--- config.mk ---
export PLATFORM = sky130hd
export DESIGN_NAME = pll_lock_detect
export DESIGN_NICKNAME = d
export VERILOG_FILES = /design/src/pll_pkg.sv /design/src/pll_div_counter.sv /design/src/pll_lock_detect.sv
export VERILOG_INCLUDE_DIRS = /design/src
export SDC_FILE = /design/constraint.sdc
export NUM_CORES = 1
export LEC_CHECK = 0
export BUFFER_PORTS_ARGS = -buffer_cell sky130_fd_sc_hd__buf_2
export CORE_ASPECT_RATIO = 0.7
export CORE_MARGIN = 4
export CORE_UTILIZATION = 40
export CTS_BUF_LIST = sky130_fd_sc_hd__clkbuf_16
export DETAILED_ROUTE_END_ITERATION = 16
export GPL_ROUTABILITY_DRIVEN = 0
export HOLD_SLACK_MARGIN = 0.12
export PLACE_DENSITY = 0.64
export RECOVER_POWER = 100
export SYNTH_ARGS = -nofsm -noshare
export SYNTH_HDL_FRONTEND = slang
export SYNTH_SLANG_ARGS = --single-unit
export TNS_END_PERCENT = 20
--- constraint.sdc ---
create_clock -name clock -period 14.7 [get_ports clock]
set_input_delay 1.47 -clock clock [delete_from_list [all_inputs] [get_ports clock]]
set_output_delay 1.47 -clock clock [all_outputs]
set_load 0.01 [all_outputs]
--- src/pll_consts.svh ---
// constants for the divider and lock detect block
// assumes a single 40 MHz system clock and word-wide serial registers
`ifndef PLL_CONSTS_SVH
`define PLL_CONSTS_SVH
// register addresses on the serial port
`define PLL_ADDR_RDIV 6'h02
`define PLL_ADDR_NINT 6'h03
`define PLL_ADDR_NFRAC 6'h04
`define PLL_ADDR_MODCFG 6'h06
`define PLL_ADDR_LDCFG 6'h07
`define PLL_ADDR_PDCTL 6'h0B
`define PLL_ADDR_OUTCFG 6'h0F
`define PLL_ADDR_STATUS 6'h12
// field positions
`define PLL_DETECTOR_RAISE_ENABLE 5
`define PLL_DETECTOR_LOWER_ENABLE 6
`define PLL_PUMP_FORCE_RAISE 9
`define PLL_PUMP_FORCE_LOWER 10
`define PLL_LD_ENABLE 3
`define PLL_LD_WINSEL 6
`define PLL_MOD_ENABLE 11
`define PLL_MOD_BYPASS 7
`define PLL_OUT_KEEP 6
`define PLL_STAT_LOCK 1
`define PLL_STAT_OPEN 0
// reset values
`define PLL_RST_RDIV 14'h0001
`define PLL_RST_NINT 19'h00014
`define PLL_RST_ZERO 24'h000000
// divider ranges
`define PLL_N_MIN_INT 19'h00010
`define PLL_N_MIN_FRAC 19'h00014
`define PLL_N_MAX_FRAC 19'h7FFFB
`define PLL_OUT_SEL_LOCK 5'h01
// timing
`define PLL_CLOCK_MHZ 40
`define PLL_CLOCK_PERIOD_NS (1000 / `PLL_CLOCK_MHZ)
`define PLL_ANALOG_WIN_NS 10
`define PLL_ANALOG_WIN_CYC \
    (((`PLL_ANALOG_WIN_NS / `PLL_CLOCK_PERIOD_NS) < 1) ? 1 : \
    (`PLL_ANALOG_WIN_NS / `PLL_CLOCK_PERIOD_NS))
`define PLL_LOCK_SHIFT 4
`define PLL_FRAME_ADDR_LAST 5'h06
`define PLL_FRAME_LAST 5'h1E
`endif

--- src/pll_pkg.sv ---
// types shared by the divider and lock detect block
// assumes pll_consts.svh provides all numeric constants
package pll_pkg;
    // serial port frame sequencer
    typedef enum logic [1:0] {
        pll_ser_idle,
        pll_ser_addr,
        pll_ser_data,
        pll_ser_wait
    } pll_ser_state_type;
    // lock detector window clock count
    typedef logic [10:0] pll_window_type;
endpackage : pll_pkg

--- src/pll_div_counter.sv ---
// edge counting integer divider, one output pulse per ratio input edges
// assumes edge_in is a one-cycle pulse on the system clock
`timescale 1ns/1ps
module pll_div_counter #(
    parameter int WIDTH = 14
) (
    input wire logic clock,
    input wire logic rst,
    input wire logic edge_in,
    input wire logic [WIDTH-1:0] ratio,
    output logic pulse
);
    // edges seen since the last output pulse
    logic [WIDTH-1:0] count;

    // count edges; a ratio of zero behaves as one
    always_ff @(posedge clock or posedge rst)
    begin
        if (rst)
        begin
            count <= '0;
            pulse <= 1'b0;
        end
        else
        begin
            pulse <= 1'b0;
            if (edge_in)
            begin
                if (ratio == '0 || count >= ratio - 1'b1)
                begin
                    count <= '0;
                    pulse <= 1'b1;
                end
                else
                begin
                    count <= count + 1'b1;
                end
            end
        end
    end
endmodule : pll_div_counter

--- src/pll_lock_detect.sv ---
// reference and rf dividers, phase detector gating and window lock detect
// assumes ref_in and vco_in edges are slower than a quarter of the clock,
// and a serial host framing writes with serial_enable high
//
// Notes on behaviour
// - reference divider 14 bits, ratio 1 to 16383
// - rf divider fractional 20..524283, integer 16..524287
// - up enable low masks pump up
// - down enable low masks pump down
// - both enables and both force bits low tri-states charge pump
// - force bits drive pump up or down
// - global enable gates all lock detection
// - measure arrival gap, either edge first
// - window select low gives a one-cycle window, the 10 ns rounded up to one clock
// - window select high uses timer cycles
// - divide codes give 1 to 64 cycles, code 0 rounded up from 0.5
// - speed field slows timer clock, longer window
// - count field sets consecutive hits for lock
// - one miss clears lock immediately
// - lock flag readable at status bit 1
// - select one drives lock on shared pin
// - shared pin shows serial data during reads unless keep bit 6 is set
// - window opens on first arriving edge
// - integer mode uses integer divide register
// - fractional when enable set, bypass clear
`timescale 1ns/1ps
`include "pll_consts.svh"
module pll_lock_detect
    import pll_pkg::*;
(
    input wire logic clock,
    input wire logic rst,
    input wire logic ref_in,
    input wire logic vco_in,
    input wire logic serial_clock,
    input wire logic serial_enable,
    input wire logic serial_in,
    output logic pump_raise,
    output logic pump_lower,
    output logic pump_hiz,
    output logic lock_or_serial_out_pin
);
    // two-stage synchronisers, plus an edge delay stage on ref, vco and serial clock only
    logic [2:0] ref_sync, vco_sync, sck_sync;
    logic [1:0] sen_sync, sdi_sync;
    logic ref_edge, vco_edge, sck_rise, sck_fall;
    // registers
    logic [13:0] reference_divide_ratio;
    logic [18:0] integer_divide;
    logic [23:0] fraction_divide;
    logic [11:0] modulator_config;
    logic [11:0] lock_detect_config;
    logic [10:0] phase_detector_control;
    logic [6:0] output_pin_config;
    logic [1:0] lock_status;
    // serial port
    pll_ser_state_type ser_state;
    logic [4:0] bit_count;
    logic [29:0] shift_in;
    logic [23:0] shift_out;
    logic read_active, sdo_bit, wr_stb;
    logic [5:0] wr_addr;
    logic [23:0] wr_data, read_data;
    // dividers and phase detector
    logic ref_pulse, vco_pulse, frac_mode, frac_carry;
    logic [18:0] n_ratio;
    logic [23:0] frac_acc;
    logic up_state, dn_state;
    // lock detect
    logic win_open, first_ref, pair_done, pair_in, pair_reopen, lock_flag;
    logic [10:0] elapsed;
    logic [11:0] lock_count, lock_needed;
    pll_window_type window_len;

    // window length in clock cycles from the configuration word
    function automatic pll_window_type window_cycles(input logic [11:0] cfg);
        logic [10:0] span;
        span = (11'h001 << cfg[11:10]) << cfg[9:7];
        if (!cfg[`PLL_LD_WINSEL])
            return 11'(`PLL_ANALOG_WIN_CYC);
        if ((span >> 1) == 11'h000)
            return 11'h001;
        return span >> 1;
    endfunction : window_cycles

    // bounds the programmed n to the legal range for the mode
    function automatic logic [18:0] clamp_n(input logic [18:0] n, input logic frac);
        logic [18:0] low;
        low = frac ? `PLL_N_MIN_FRAC : `PLL_N_MIN_INT;
        if (n < low)
            return low;
        if (frac && n > `PLL_N_MAX_FRAC)
            return `PLL_N_MAX_FRAC;
        return n;
    endfunction : clamp_n

    // pins from outside are synchronised before any logic reads them
    always_ff @(posedge clock or posedge rst)
    begin
        if (rst)
        begin
            ref_sync <= 3'h0;
            vco_sync <= 3'h0;
            sck_sync <= 3'h0;
            sen_sync <= 2'h0;
            sdi_sync <= 2'h0;
        end
        else
        begin
            ref_sync <= {ref_sync[1:0], ref_in};
            vco_sync <= {vco_sync[1:0], vco_in};
            sck_sync <= {sck_sync[1:0], serial_clock};
            sen_sync <= {sen_sync[0], serial_enable};
            sdi_sync <= {sdi_sync[0], serial_in};
        end
    end
    // edges are taken from the second and third stages only
    assign ref_edge = ref_sync[1] & ~ref_sync[2];
    assign vco_edge = vco_sync[1] & ~vco_sync[2];
    assign sck_rise = sck_sync[1] & ~sck_sync[2];
    assign sck_fall = ~sck_sync[1] & sck_sync[2];

    // serial frame: read flag, six address bits, 24 data bits
    always_ff @(posedge clock or posedge rst)
    begin
        if (rst)
        begin
            ser_state <= pll_ser_idle;
            bit_count <= 5'h00;
            shift_in <= 30'h00000000;
            shift_out <= 24'h000000;
            read_active <= 1'b0;
            sdo_bit <= 1'b0;
            wr_stb <= 1'b0;
            wr_addr <= 6'h00;
            wr_data <= 24'h000000;
        end
        else
        begin
            wr_stb <= 1'b0;
            if (!sen_sync[1])
            begin
                // frame end; pin falls back to its select output
                ser_state <= pll_ser_idle;
                read_active <= 1'b0;
            end
            else
            begin
                case (ser_state)
                    pll_ser_idle:
                    begin
                        ser_state <= pll_ser_addr;
                        bit_count <= 5'h00;
                    end
                    pll_ser_addr:
                        if (sck_rise)
                        begin
                            shift_in <= {shift_in[28:0], sdi_sync[1]};
                            bit_count <= bit_count + 5'h01;
                            if (bit_count == `PLL_FRAME_ADDR_LAST)
                            begin
                                ser_state <= pll_ser_data;
                                wr_addr <= {shift_in[4:0], sdi_sync[1]};
                                read_active <= shift_in[5];
                                shift_out <= read_data;
                            end
                        end
                    pll_ser_data:
                    begin
                        if (sck_rise)
                        begin
                            shift_in <= {shift_in[28:0], sdi_sync[1]};
                            bit_count <= bit_count + 5'h01;
                            if (bit_count == `PLL_FRAME_LAST)
                            begin
                                ser_state <= pll_ser_wait;
                                wr_stb <= ~read_active;
                                wr_data <= {shift_in[22:0], sdi_sync[1]};
                            end
                        end
                        // read data leaves msb first on falling edges
                        if (sck_fall && read_active)
                        begin
                            sdo_bit <= shift_out[23];
                            shift_out <= {shift_out[22:0], 1'b0};
                        end
                    end
                    pll_ser_wait:
                        ser_state <= pll_ser_wait;
                    default:
                        ser_state <= pll_ser_idle;
                endcase
            end
        end
    end

    // register writes; read-only status ignores writes
    always_ff @(posedge clock or posedge rst)
    begin
        if (rst)
        begin
            reference_divide_ratio <= `PLL_RST_RDIV;
            integer_divide <= `PLL_RST_NINT;
            fraction_divide <= `PLL_RST_ZERO;
            modulator_config <= 12'h000;
            lock_detect_config <= 12'h000;
            phase_detector_control <= 11'h000;
            output_pin_config <= 7'h00;
        end
        else if (wr_stb)
        begin
            case (wr_addr)
                `PLL_ADDR_RDIV: reference_divide_ratio <= wr_data[13:0];
                `PLL_ADDR_NINT: integer_divide <= wr_data[18:0];
                `PLL_ADDR_NFRAC: fraction_divide <= wr_data;
                `PLL_ADDR_MODCFG: modulator_config <= wr_data[11:0];
                `PLL_ADDR_LDCFG: lock_detect_config <= wr_data[11:0];
                `PLL_ADDR_PDCTL: phase_detector_control <= wr_data[10:0];
                `PLL_ADDR_OUTCFG: output_pin_config <= wr_data[6:0];
                default: ;
            endcase
        end
    end

    // read mux; unmapped addresses read zero
    always_comb
    begin
        read_data = 24'h000000;
        case ({shift_in[4:0], sdi_sync[1]})
            `PLL_ADDR_RDIV: read_data = {10'h000, reference_divide_ratio};
            `PLL_ADDR_NINT: read_data = {5'h00, integer_divide};
            `PLL_ADDR_NFRAC: read_data = fraction_divide;
            `PLL_ADDR_MODCFG: read_data = {12'h000, modulator_config};
            `PLL_ADDR_LDCFG: read_data = {12'h000, lock_detect_config};
            `PLL_ADDR_PDCTL: read_data = {13'h0000, phase_detector_control};
            `PLL_ADDR_OUTCFG: read_data = {17'h00000, output_pin_config};
            `PLL_ADDR_STATUS: read_data = {22'h000000, lock_status};
            default: read_data = 24'h000000;
        endcase
    end
    assign lock_status = {lock_flag, win_open};

    pll_div_counter #(.WIDTH(14)) ref_divider (
        .clock(clock),
        .rst(rst),
        .edge_in(ref_edge),
        .ratio(reference_divide_ratio),
        .pulse(ref_pulse)
    );

    assign frac_mode = modulator_config[`PLL_MOD_ENABLE] & ~modulator_config[`PLL_MOD_BYPASS];

    // fraction accumulator; its carry stretches one n cycle by one
    always_ff @(posedge clock or posedge rst)
    begin
        if (rst)
        begin
            frac_acc <= `PLL_RST_ZERO;
            frac_carry <= 1'b0;
            n_ratio <= `PLL_RST_NINT;
        end
        else
        begin
            if (vco_pulse && frac_mode)
                {frac_carry, frac_acc} <= {1'b0, frac_acc} + {1'b0, fraction_divide};
            else if (!frac_mode)
                frac_carry <= 1'b0;
            n_ratio <= clamp_n(integer_divide, frac_mode) + {18'h00000, frac_carry};
        end
    end

    // rf divider reuses the edge counter at 19 bits
    pll_div_counter #(.WIDTH(19)) rf_divider (
        .clock(clock),
        .rst(rst),
        .edge_in(vco_edge),
        .ratio(n_ratio),
        .pulse(vco_pulse)
    );

    // phase-frequency detector latches, each cleared when the other side's pulse arrives
    always_ff @(posedge clock or posedge rst)
    begin
        if (rst)
        begin
            up_state <= 1'b0;
            dn_state <= 1'b0;
        end
        else
        begin
            up_state <= (up_state | ref_pulse) & ~(dn_state | vco_pulse);
            dn_state <= (dn_state | vco_pulse) & ~(up_state | ref_pulse);
        end
    end

    // pump outputs; force bits override the enable masks
    always_ff @(posedge clock or posedge rst)
    begin
        if (rst)
        begin
            pump_raise <= 1'b0;
            pump_lower <= 1'b0;
            pump_hiz <= 1'b1;
        end
        else
        begin
            pump_raise <= phase_detector_control[`PLL_PUMP_FORCE_RAISE]
                | (up_state & phase_detector_control[`PLL_DETECTOR_RAISE_ENABLE]);
            pump_lower <= phase_detector_control[`PLL_PUMP_FORCE_LOWER]
                | (dn_state & phase_detector_control[`PLL_DETECTOR_LOWER_ENABLE]);
            pump_hiz <= ~|{phase_detector_control[`PLL_PUMP_FORCE_LOWER:`PLL_PUMP_FORCE_RAISE],
                phase_detector_control[`PLL_DETECTOR_LOWER_ENABLE:`PLL_DETECTOR_RAISE_ENABLE]};
        end
    end

    // window from timer speed and divide
    assign window_len = window_cycles(lock_detect_config);
    // required hits, 16 to 2048
    // shift amount widened so that code 7 reaches 2048 instead of wrapping
    assign lock_needed = 12'h001 << ({1'b0, lock_detect_config[2:0]} + 4'(`PLL_LOCK_SHIFT));

    // pair completion: partner edge or window timeout closes the window
    always_comb
    begin
        pair_done = 1'b0;
        pair_in = 1'b0;
        pair_reopen = 1'b0;
        if (!win_open)
        begin
            // both edges in one cycle count as zero gap
            pair_done = ref_pulse & vco_pulse;
            pair_in = 1'b1;
            pair_reopen = ref_pulse ^ vco_pulse;
        end
        else if (first_ref ? vco_pulse : ref_pulse)
        begin
            pair_done = 1'b1;
            pair_in = elapsed < window_len;
        end
        // same edge twice: the partner never arrived, this edge starts afresh
        else if (first_ref ? ref_pulse : vco_pulse)
        begin
            pair_done = 1'b1;
            pair_reopen = 1'b1;
        end
        // window ran out unanswered: a miss, and the late partner opens its own
        // window, so pairing settles on the nearer edge whatever the start phase
        else if (elapsed >= window_len)
        begin
            pair_done = 1'b1;
        end
    end

    // window timer
    always_ff @(posedge clock or posedge rst)
    begin
        if (rst)
        begin
            win_open <= 1'b0;
            first_ref <= 1'b0;
            elapsed <= 11'h000;
        end
        else if (!lock_detect_config[`PLL_LD_ENABLE])
        begin
            win_open <= 1'b0;
            elapsed <= 11'h000;
        end
        else if (pair_reopen)
        begin
            win_open <= 1'b1;
            first_ref <= ref_pulse;
            elapsed <= 11'h001;
        end
        else if (pair_done)
        begin
            win_open <= 1'b0;
        end
        else if (win_open && elapsed != 11'h7FF)
        begin
            elapsed <= elapsed + 11'h001;
        end
    end

    // consecutive hit counter and lock flag
    always_ff @(posedge clock or posedge rst)
    begin
        if (rst)
        begin
            lock_count <= 12'h000;
            lock_flag <= 1'b0;
        end
        else if (!lock_detect_config[`PLL_LD_ENABLE])
        begin
            lock_count <= 12'h000;
            lock_flag <= 1'b0;
        end
        else if (pair_done)
        begin
            if (!pair_in)
            begin
                lock_count <= 12'h000;
                lock_flag <= 1'b0;
            end
            else if (lock_count + 12'h001 >= lock_needed)
            begin
                lock_count <= lock_needed;
                lock_flag <= 1'b1;
            end
            else
            begin
                lock_count <= lock_count + 12'h001;
            end
        end
    end

    // shared pin: serial data during reads unless told to keep lock
    always_ff @(posedge clock or posedge rst)
    begin
        if (rst)
            lock_or_serial_out_pin <= 1'b0;
        else if (read_active && !output_pin_config[`PLL_OUT_KEEP])
            lock_or_serial_out_pin <= sdo_bit;
        else
            lock_or_serial_out_pin <= (output_pin_config[4:0] == `PLL_OUT_SEL_LOCK) & lock_flag;
    end

    property p_up_mask;
        @(posedge clock) disable iff (rst)
        !phase_detector_control[5] && !phase_detector_control[9] |=> !pump_raise;
    endproperty
    a_up_mask: assert property (p_up_mask) else $error("pump up not masked");
    property p_dn_mask;
        @(posedge clock) disable iff (rst)
        !phase_detector_control[6] && !phase_detector_control[10] |=> !pump_lower;
    endproperty
    a_dn_mask: assert property (p_dn_mask) else $error("pump down not masked");
    property p_hiz;
        @(posedge clock) disable iff (rst)
        phase_detector_control[10:9] == 2'h0 && phase_detector_control[6:5] == 2'h0
        |=> pump_hiz && !pump_raise && !pump_lower;
    endproperty
    a_hiz: assert property (p_hiz) else $error("pump not tri-stated");
    property p_force;
        @(posedge clock) disable iff (rst)
        phase_detector_control[9] ##1 phase_detector_control[9] |-> pump_raise;
    endproperty
    a_force: assert property (p_force) else $error("force up ignored");
    property p_disabled;
        @(posedge clock) disable iff (rst)
        !lock_detect_config[3] |=> !lock_flag && lock_count == 12'h000 && !win_open;
    endproperty
    a_disabled: assert property (p_disabled) else $error("detector active while off");
    property p_miss;
        @(posedge clock) disable iff (rst)
        pair_done && !pair_in |=> !lock_flag && lock_count == 12'h000;
    endproperty
    a_miss: assert property (p_miss) else $error("miss did not clear lock");
    property p_rise;
        @(posedge clock) disable iff (rst)
        $rose(lock_flag) |-> $past(pair_done) && $past(lock_count) + 12'h001 >= $past(lock_needed);
    endproperty
    a_rise: assert property (p_rise) else $error("lock set early");
    property p_pin;
        @(posedge clock) disable iff (rst)
        !read_active && output_pin_config[4:0] == 5'h01 |=> lock_or_serial_out_pin == $past(lock_flag);
    endproperty
    a_pin: assert property (p_pin) else $error("pin not showing lock");
endmodule : pll_lock_detect

After elaboration in Yosys (flattened, before gate mapping)
Index checks and enable logic that the tools add are counted.
Word-level totals
  bits in registers: 310
  input bits: 7
  output and inout bits: 4
  word-level logic and storage cells: 227
Operators by class
  $add $sub $neg: 10
  order comparisons: 7
  equal/unequal tests: 39
  shift operators: 3
  multiplexer cells: 70
  bitwise gates (word level): 24
  reduce and logical (&&, ||, !) cells: 35
Operator list (number)
  $pmux W24 S8: 1
  $mux W19: 5
  $mux W11: 8
  $mux W24: 3
  $mux W12: 4
  $pmux W24 S2: 1
  $mux W1: 38
  $eq A6 B3 Y1 const B: 6
  $add A24 B24 Y25: 1
  $eq A6 B2 Y1 const B: 4
  $eq A6 B4 Y1 const B: 4
  $reduce_and A2 Y1: 10
  $add A19 B1 Y19: 1
  $add A19 B1 Y19 const B: 1
  $ge A19 B19 Y1: 1
  $gt A19 B19 Y1 const B: 1
  $logic_not A19 Y1: 1
  $lt A19 B5 Y1: 1
  $sub A19 B1 Y19 const B: 1
  $add A14 B1 Y14 const B: 1
  $ge A14 B14 Y1: 1
  $logic_not A14 Y1: 1
  $mux W14: 1
  $sub A14 B1 Y14 const B: 1
  42 further kinds: 91

Depth between registers and ports, before layout
Gate-level depths: netlist of the first run.
  depth in word-level cells: 15
  depth in mapped cells: 16
  mapped depth without buffers: 14

Cells and area by module
Synthesis of the first run repeated with hierarchy kept, for this count alone.
Second synthesis, totals
  cells, all modules: 1689
  area, all modules: 17103.9 um2
By module, submodules not included
  pll_lock_detect: instances 1, cells an instance 1342, area an instance 14066.0 um2
  pll_div_counter at rf_divider: instances 1, cells an instance 191, area an instance 1721.7 um2
  pll_div_counter at ref_divider: instances 1, cells an instance 156, area an instance 1316.3 um2

Least setup slack after synthesis of the first run
No wires, ideal clock.
  kind: register -> register
  start: register n_ratio[2]
  end: register rf_divider.count[10]
  setup time: 0.071 ns
  arrival: 3.539 ns
  required time: 14.629 ns
  setup slack: 11.090 ns
  cell stages (with the launch flop): 16
  path buffers: 2
  clock period less this slack: 3.610 ns
  path through: dfstp_2 or3_1 or3b_4 or4_4 buf_6 nor4_1 xnor2_1 ha_1 a21o_1 a21o_1 a21oi_1 o21ai_0 a21oi_1 a21oi_4 buf_6 nor2_1
On the way
  word-level cells in the longest chain between the ends: 4
  elaborated cells on any way between the ends: 5
RTL lines
  start, declared: RTL line pll_lock_detect.sv:66  | logic [18:0] n_ratio;
  start signal, assigned: RTL line pll_lock_detect.sv:260  | n_ratio <= `PLL_RST_NINT;
  start signal, assigned: RTL line pll_lock_detect.sv:268  | n_ratio <= clamp_n(integer_divide, frac_mode) + {18'h00000, frac_carry};
  $sub A19 B1 Y19: RTL line pll_div_counter.sv:29  | if (ratio == '0 || count >= ratio - 1'b1)
  $ge A19 B19 Y1: RTL line pll_div_counter.sv:29
  $logic_or A1 B1 Y1 *: RTL line pll_div_counter.sv:29
  $mux W19 *: RTL line pll_div_counter.sv:29
  end signal, assigned: RTL line pll_div_counter.sv:36  | count <= count + 1'b1;
  end, declared: RTL line pll_div_counter.sv:14  | logic [WIDTH-1:0] count;
Mark *: on every way between the ends. The rest lies on a longest branch, timed or not.
A chain may end at the register's enable or synchronous reset.

==> summary.md, run 1 <==
| Metric | Value |
|---|---|
| Status | `finished with violations` |
| Violated checks | `max-capacitance violations, max-slew violations` |
| Asr flop ratio synth | `100%` |
| Hold Path Class | `flop to flop` |
| Top-count cell post-synth | `dfrtp_1` |
| Post-synth top area cell | `dfrtp_1` |
| YS warnings | `0` |
| Share of post-route cells with drive strength above 1 | `between 10% and 20%` |
| Setup violators final | `0` |
| DRT antenna net count | `0` |
| Cell count after synthesis | `1646` |
| Worst-path fanout max | `122` |
| First-pass DRT Iterations | `7` |
| Row count | `62` |
| Post-synth top area share | `45.5%` |
| Setup CP Type | `primary input to async pin` |
| First-pass GRT wire length | `about 64000 um` |
| CTS hold repair buffers | `0` |
| Unrepaired setup endpoints after global routing | `false` |
| Setup bufs post-CTS | `0` |
| Die area | `between 0.04 and 0.05 sq mm` |
| Via density | `about 5.6` |
| Worst-Margin Slew | `5420 ps` |
| CP bufs+invs | `2` |
| Post-Syn Area | `~0.017 sq mm` |
| Setup Total Neg Slack | `0 ps` |
| Routed WL | `between 30000 and 40000 um` |
| Post-synth EDFFs | `0` |
| Endpoints failing hold | `0` |
| FILL cells | `between 3000 and 4000` |
| Worst rel slew slack | `-264%` |
| DR DRC count | `0` |
| CTS Sinks | `310` |
| CP required | `roughly 14000 ps` |
| DRT iter0 DRCs | `between 1000 and 1500` |
| Diode count | `0` |
| CP max stage delay | `roughly 3000 ps` |
| Core area | `a little over 0.04 sq mm` |
| Clk Latency, worst-skew pair | `580 ps` |
| Synth top area cells | `dfrtp_1 46%, mux2_2 9.6%, ha_1 6.9%, nand2_1 4.6%, nor2_1 3.3%` |
| Vias in the first global route | `between 10000 and 15000` |
| Die W | `approximately 250 um` |
| List of most frequent post-synthesis cells | `304 x dfrtp_1, 207 x nand2_1, 147 x nor2_1` |
| CTS tree | `built` |
| WL per Instance | `approximately 18 um` |
| Distinct cells, synth | `70` |
| Initial antenna violation count | `1` |
| H-tree levels | `1` |
| Max-cap viol count | `6` |
| Post-detail-place hpwl | `27600 um` |
| Max clock buf depth | `3` |
| Tmin final | `~5000 ps` |
| Clock transition at path regs | `roughly 60 ps` |
| CP Launch Type | `primary input` |
| Boundary Pins | `11` |
| Synth Register Bits | `310` |
| Most common flop cell mapped by yosys | `dfrtp_1` |
| LEAKAGE | `about 8.6 nW` |
| Final #Nets | `approximately 1700` |
| Largest net degree at the start of global routing | `190` |
| GR Overflow Total | `0` |
| Mean Syn Cell Area | `roughly 10 sq um` |
| Peak supply drop | `0.104 mV` |
| Worst path cell trace | `buf_2 -> clkinvlp_2` |
| PortBufs | `10` |
| Clock skew | `9.88 ps` |
| CTS resizes | `0` |
| Routed vias | `approximately 12000` |
| Tot GR Track Use | `approximately 17%` |
| Final Cycle Share | `between 30% and 40%` |
| Finished Core Util | `roughly 44%` |
| Area growth, synth to finish | `8.95%` |
| Peak Freq | `0.201 GHz` |
| CP Capture Type | `async pin` |
| Initial Utilization | `around two fifths` |
| Pwr dens | `roughly 100 mW/mm^2` |
| CTS buffer count | `29` |
| Die Ht | `between 150 and 200 um` |
| Post-synthesis sequential area ratio | `between 40% and 50%` |
| Max-slew violations | `303` |
| Clk Tree Root Cell | `clkbuf_16` |
| Max stage delay cell, worst path | `clkinvlp_2` |
| Worst EP arrival | `4660 ps` |
| Delay-heaviest family, CP | `buffers and inverters` |
[cell families (layout without fill, tap and decap cells)]
kind of cell,after synthesis,count (layout),share of synthesized area (%)
flip-flops,310,310,46.4
other,1,2,0.0224
XOR/XNOR,107,107,5.61
adder cells (fa/ha/maj),93,93,7.01
buffers and inverters,101,106,2.38
AND/OR/NAND/NOR,592,592,16.8
multiplexers,157,157,10.5
AO/OA/AOI/OAI,285,285,11.3
[per-stage QoR]
step / instances / total power [W] / hold slack (ps) / cell area, sq um / worst slack [ps]
2_1_floorplan: 1647 / 0.00107 / 331 / 16700 / 4670
3_3_place_gp: 2142 / 0.00112 / 332 / 17300 / 10880
3_5_place_dp: 2142 / 0.00113 / 336 / 17300 / 10730
4_1_cts: 2196 / 0.00192 / 351 / 18300 / 10730
5_1_grt: 2196 / 0.00198 / 351 / 18200 / 8750
6_report: 2196 / 0.00189 / 348 / 18200 / 9730
[cell usage in the layout (no fill, tap or decap), types with 28 or more instances in the layout]
cell | netlist | routed
xnor2_1 | 59 | 59
dfrtp_1 | 304 | 304
a21o_1 | 28 | 28
nand2_1 | 207 | 207
nor2_1 | 147 | 145
ha_1 | 92 | 92
xor2_1 | 48 | 48
mux2_2 | 142 | 142
nand3_1 | 57 | 57
a21oi_1 | 61 | 62
inv_1 | 31 | 35
o21ai_0 | 71 | 72
nor3_1 | 32 | 31
clkbuf_16 | 0 | 29
[final timing paths]
| path | endpoint | slack, ps | depth (start not counted) | startpoint |
|---|---|---|---|---|
| max reg2reg | rf_divider.count[17]$_DFFE_PP0P_ | 10260 | 12 | n_ratio[3]$_DFF_PP0_ |
| max in group clock | rf_divider.count[17]$_DFFE_PP0P_ | 10260 | 12 | n_ratio[3]$_DFF_PP0_ |
| min reg2reg | vco_sync[1]$_DFF_PP0_ | 350 | 0 | vco_sync[0]$_DFF_PP0_ |
| min in group asynchronous | ref_divider.count[0]$_DFFE_PP0P_ | 2580 | 2 | rst |
| max | vco_sync[1]$_DFF_PP0_ | 9730 | 2 | rst |
| min | vco_sync[1]$_DFF_PP0_ | 350 | 0 | vco_sync[0]$_DFF_PP0_ |
[power breakdown]
| part | switching [W] | leakage, nW | internal (W) |
|---|---|---|---|
| Sequential | 0.0000484 | 4.24 | 0.000889 |
| Combinational | 0.000123 | 3.88 | 0.0000548 |
| Clock | 0.000345 | 0.484 | 0.000434 |
[sequential cells by signal, indices dropped and copies added (netlist names), 11 cells and up]
register,count
elapsed,11
frac_acc,24
fraction_divide,24
integer_divide,19
lock_count,12
lock_detect_config,12
modulator_config,12
n_ratio,19
phase_detector_control,11
ref_divider.count,14
reference_divide_ratio,14
rf_divider.count,19
shift_in,23
shift_out,24
wr_data,24
[cell type report]
| cell class | count | area (sq um) | share of cell area, % |
|---|---|---|---|
| clock inverters | 25 | 250 | 1.37 |
| clock buffers | 29 | 726 | 3.98 |
| flip-flops and latches | 310 | 7760 | 42.6 |
| inverters | 31 | 118 | 0.646 |
| multi-input cells | 1236 | 8560 | 47.0 |
| well taps | 544 | 681 | 3.74 |
| repair buffers | 21 | 118 | 0.646 |
[metal layers]
layer | share of wire [%] | GRT usage [%] | wire length (um) | vias to the layer above
met5 | 0 | 0 | 0 | -
met4 | 1.5 | 2.80 | 590 | 0
met3 | 7.1 | 3.80 | 2780 | 42
met2 | 41 | 25.0 | 16100 | 299
met1 | 51 | 27.5 | 20000 | 6049
li1 | - | - | - | 5842
(Power assumes the default switching activity.)
==> inputs of run 2 (changes only) <==
Settings changed: ABC_AREA from default to 1.
Clock period 14.7 ns to 4.9 ns, I/O delays scaled along.
==> run 2 against run 1 <==
  * Sequential share of layout area fell by 1.0 points
  * Critical path type is now flop to flop
  * The run still ends with max-capacitance violations, max-slew violations left
  * Synthesized cell count grew 30%
  * Non-clock buffer count increased by 3
  * Area after synthesis grew 3.0%
  * Power grew to 3.1 times the previous value
  * Final cell count rose by 24%
  * Sequential cell count stayed put
  * Die area is 2.9% higher
==> summary.md, run 2 <==
| Metric | Value |
|---|---|
| Boundary Pins | `11` |
| Placed inst area | `roughly 0.018 sq mm` |
| Vias in the first global route | `approximately 13000` |
| Clk Latency, worst-skew pair | `580 ps` |
| Worst EP arrival | `roughly 4300 ps` |
| Dpl cells | `2658` |
| Routed vias | `between 10000 and 15000` |
| Status | `finished with violations` |
| FILL cells | `roughly 4200` |
| Post-Syn Area | `0.0172 sq mm` |
| Via density | `5.23` |
| Post-detail-place hpwl | `~31000 um` |
| CP required | `roughly 5400 ps` |
| Fin area | `around 0.019 sq mm` |
| Most common flop cell mapped by yosys | `dfrtp_1` |
| Synth Register Bits | `310` |
| Top-count cell post-synth | `nand2_1` |
| FF-to-FF Start | `ser_state[0]$_DFFE_PP0P_` |
| Post-synth EDFFs | `0` |
| CTS tree | `built` |
| PortBufs | `10` |
| Unrepaired setup endpoints after global routing | `false` |
| Setup violators final | `0` |
| Initial Utilization | `40.6%` |
| H-tree levels | `1` |
| Endpoints failing hold | `0` |
| DR DRC count | `0` |
| Tmin final | `~3800 ps` |
| List of most frequent post-synthesis cells | `506 x nand2_1, 304 x dfrtp_1, 246 x o21ai_0` |
| CTS buffer count | `29` |
| Reg2reg path depth | `12` |
| Tot GR Track Use | `between 10% and 20%` |
| Die area | `about 0.046 sq mm` |
| Worst rel slew slack | `-136%` |
| Setup bufs post-CTS | `0` |
| Clock transition at path regs | `roughly 70 ps` |
| Post-synth top area cell | `dfrtp_1` |
| Initial antenna violation count | `0` |
| Peak supply drop | `approximately 0.24 mV` |
| Hold Path Class | `flop to flop` |
| LEAKAGE | `~8.8 nW` |
| Cell count after synthesis | `approximately 2100` |
| CTS Sinks | `310` |
| First-pass GRT wire length | `70100 um` |
| Die W | `256 um` |
| Share of post-route cells with drive strength above 1 | `around 4.9%` |
| Max-slew violations | `457` |
| CP Launch Type | `flop` |
| Row count | `63` |
| Core area | `between 0.04 and 0.05 sq mm` |
| Final #Nets | `2242` |
| Hold path depth | `0` |
| Mean Syn Cell Area | `approximately 8 sq um` |
| Commonest non-fill, non-tap cell in the layout | `nand2_1` |
| First-pass DRT Iterations | `6` |
| Setup ws final | `around 1100 ps` |
| Worst-path fanout max | `26` |
| Max clock buf depth | `3` |
| Worst-Margin Slew | `around 3500 ps` |
| YS warnings | `0` |
| Clock skew | `around 24 ps` |
| Setup Total Neg Slack | `0 ps` |
| DRT antenna net count | `0` |
| Synth top area cells | `dfrtp_1 44%, nand2_1 11%, o21ai_0 7.2%, ha_1 6.7%, inv_1 4.9%` |
| Pwr dens | `roughly 310 mW/mm^2` |
| Area growth, synth to finish | `8.45%` |
| Clk Tree Root Cell | `clkbuf_16` |
| Hold endpoint | `sdi_sync[1]$_DFF_PP0_` |
| Reg-to-Reg End | `shift_out[11]$_DFFE_PP0P_` |
| Layout Cells excl Fill | `2715` |
| Hold wc startpoint | `sdi_sync[0]$_DFF_PP0_` |
| Worst slack, placed | `1650 ps` |
| WL per Instance | `15.6 um` |
| Max-cap viol count | `6` |
| Largest net degree at the start of global routing | `around 140` |
| Most frequent cells in the layout | `508 x nand2_1, 304 x dfrtp_1, 253 x o21ai_0` |
| Hold_ws | `349 ps` |
| Reg2Reg Setup Slack | `between 1000 and 1500 ps` |
| Die Ht | `between 150 and 200 um` |
| DRT iter0 DRCs | `roughly 1500` |
| Post-synthesis sequential area ratio | `45.1%` |
| Final Cycle Share | `77.5%` |
| Routed WL | `approximately 42000 um` |
| GR Overflow Total | `0` |
| CP Capture Type | `flop` |
| Diode count | `0` |
| Asr flop ratio synth | `between 90% and 100%` |
| Post-synth top area share | `approximately 44%` |
| Setup CP Type | `flop to flop` |
| Peak Freq | `between 0.2 and 0.3 GHz` |
| Distinct cells, synth | `just under 60` |
| Violated checks | `max-capacitance violations, max-slew violations` |
[run 2: logic make-up after synthesis]
| group | synth area share (%) |
|---|---|
| AO/OA/AOI/OAI | 13.0 |
| XOR/XNOR | 4.37 |
| adder cells (fa/ha/maj) | 6.80 |
| buffers and inverters | 6.71 |
| flip-flops | 45.1 |
| multiplexers | 0.320 |
| other | 0.0218 |
| AND/OR/NAND/NOR | 23.7 |
[run 2: where the power goes]
part,switching (W),internal (W),leakage (nW)
Clock,0.00102,0.00134,0.482
Combinational,0.000476,0.000196,4.08
Sequential,0.000126,0.00272,4.22
Total,0.00162,0.00426,8.78
[run 2: layer usage]
metal / global-route usage (%) / vias up / part of all wire, % / wire, um
met2: 24.8 / 386 / 39 / 16400
met3: 4.31 / 57 / 7.7 / 3260
met1: 29.2 / 6706 / 52 / 22200
li1: - / 7049 / - / -
met5: 0 / - / 0 / 0
met4: 3.29 / 0 / 1.5 / 643
[run 2: worst max path at each step]
stage	from	endpoint	slack [ps]	depth (start not counted)
final	ser_state[0]$_DFFE_PP0P_	shift_out[11]$_DFFE_PP0P_	1100	12
after global routing	n_ratio[1]$_DFF_PP0_	rf_divider.count[13]$_DFFE_PP0P_	670	19
after CTS	reference_divide_ratio[2]$_DFFE_PP0P_	ref_divider.count[12]$_DFFE_PP0P_	1630	17
after detailed placement	reference_divide_ratio[2]$_DFFE_PP0P_	ref_divider.count[13]$_DFFE_PP0P_	1650	17
after global placement	reference_divide_ratio[2]$_DFFE_PP0P_	ref_divider.count[13]$_DFFE_PP0P_	1730	17
after floorplan	rst	bit_count[0]$_DFFE_PP0P_	290	1
[run 2: per-stage QoR]
stage	util, %	total power [W]
global placement	41.9	0.00354
CTS	44.3	0.00593
floorplan	-	0.00338
detailed placement	41.9	0.00357
finish	44.0	0.00587
global route	44.0	0.00617
[run 2: cell type report]
class / count / area (sq um) / share of cell area (%)
multi-input cells: 1544 / 8230 / 44.1
repair buffers: 24 / 135 / 0.724
clock buffers: 29 / 726 / 3.89
clock inverters: 23 / 244 / 1.31
well taps: 552 / 691 / 3.70
inverters: 233 / 877 / 4.70
flip-flops and latches: 310 / 7760 / 41.6
[run 2: repair_timing]
item / 4_1_cts / 5_1_grt
gates resized for setup: 0 / 0
hold buffers: 5 / 0
endpoints found under the hold margin: 5 / 0
[run 2: worst max-delay path, stage by stage, from the launching register on]
cell and delay, ps:
dfrtp_1 380, inv_1 120, ha_1 160, clkbuf_1 850, nand2_1 160, inv_1 140, nand4_1 140, o21ai_0 110
nand2_1 70, buf_4 220, nor2_1 820, o21ai_0 390, o21ai_0 160
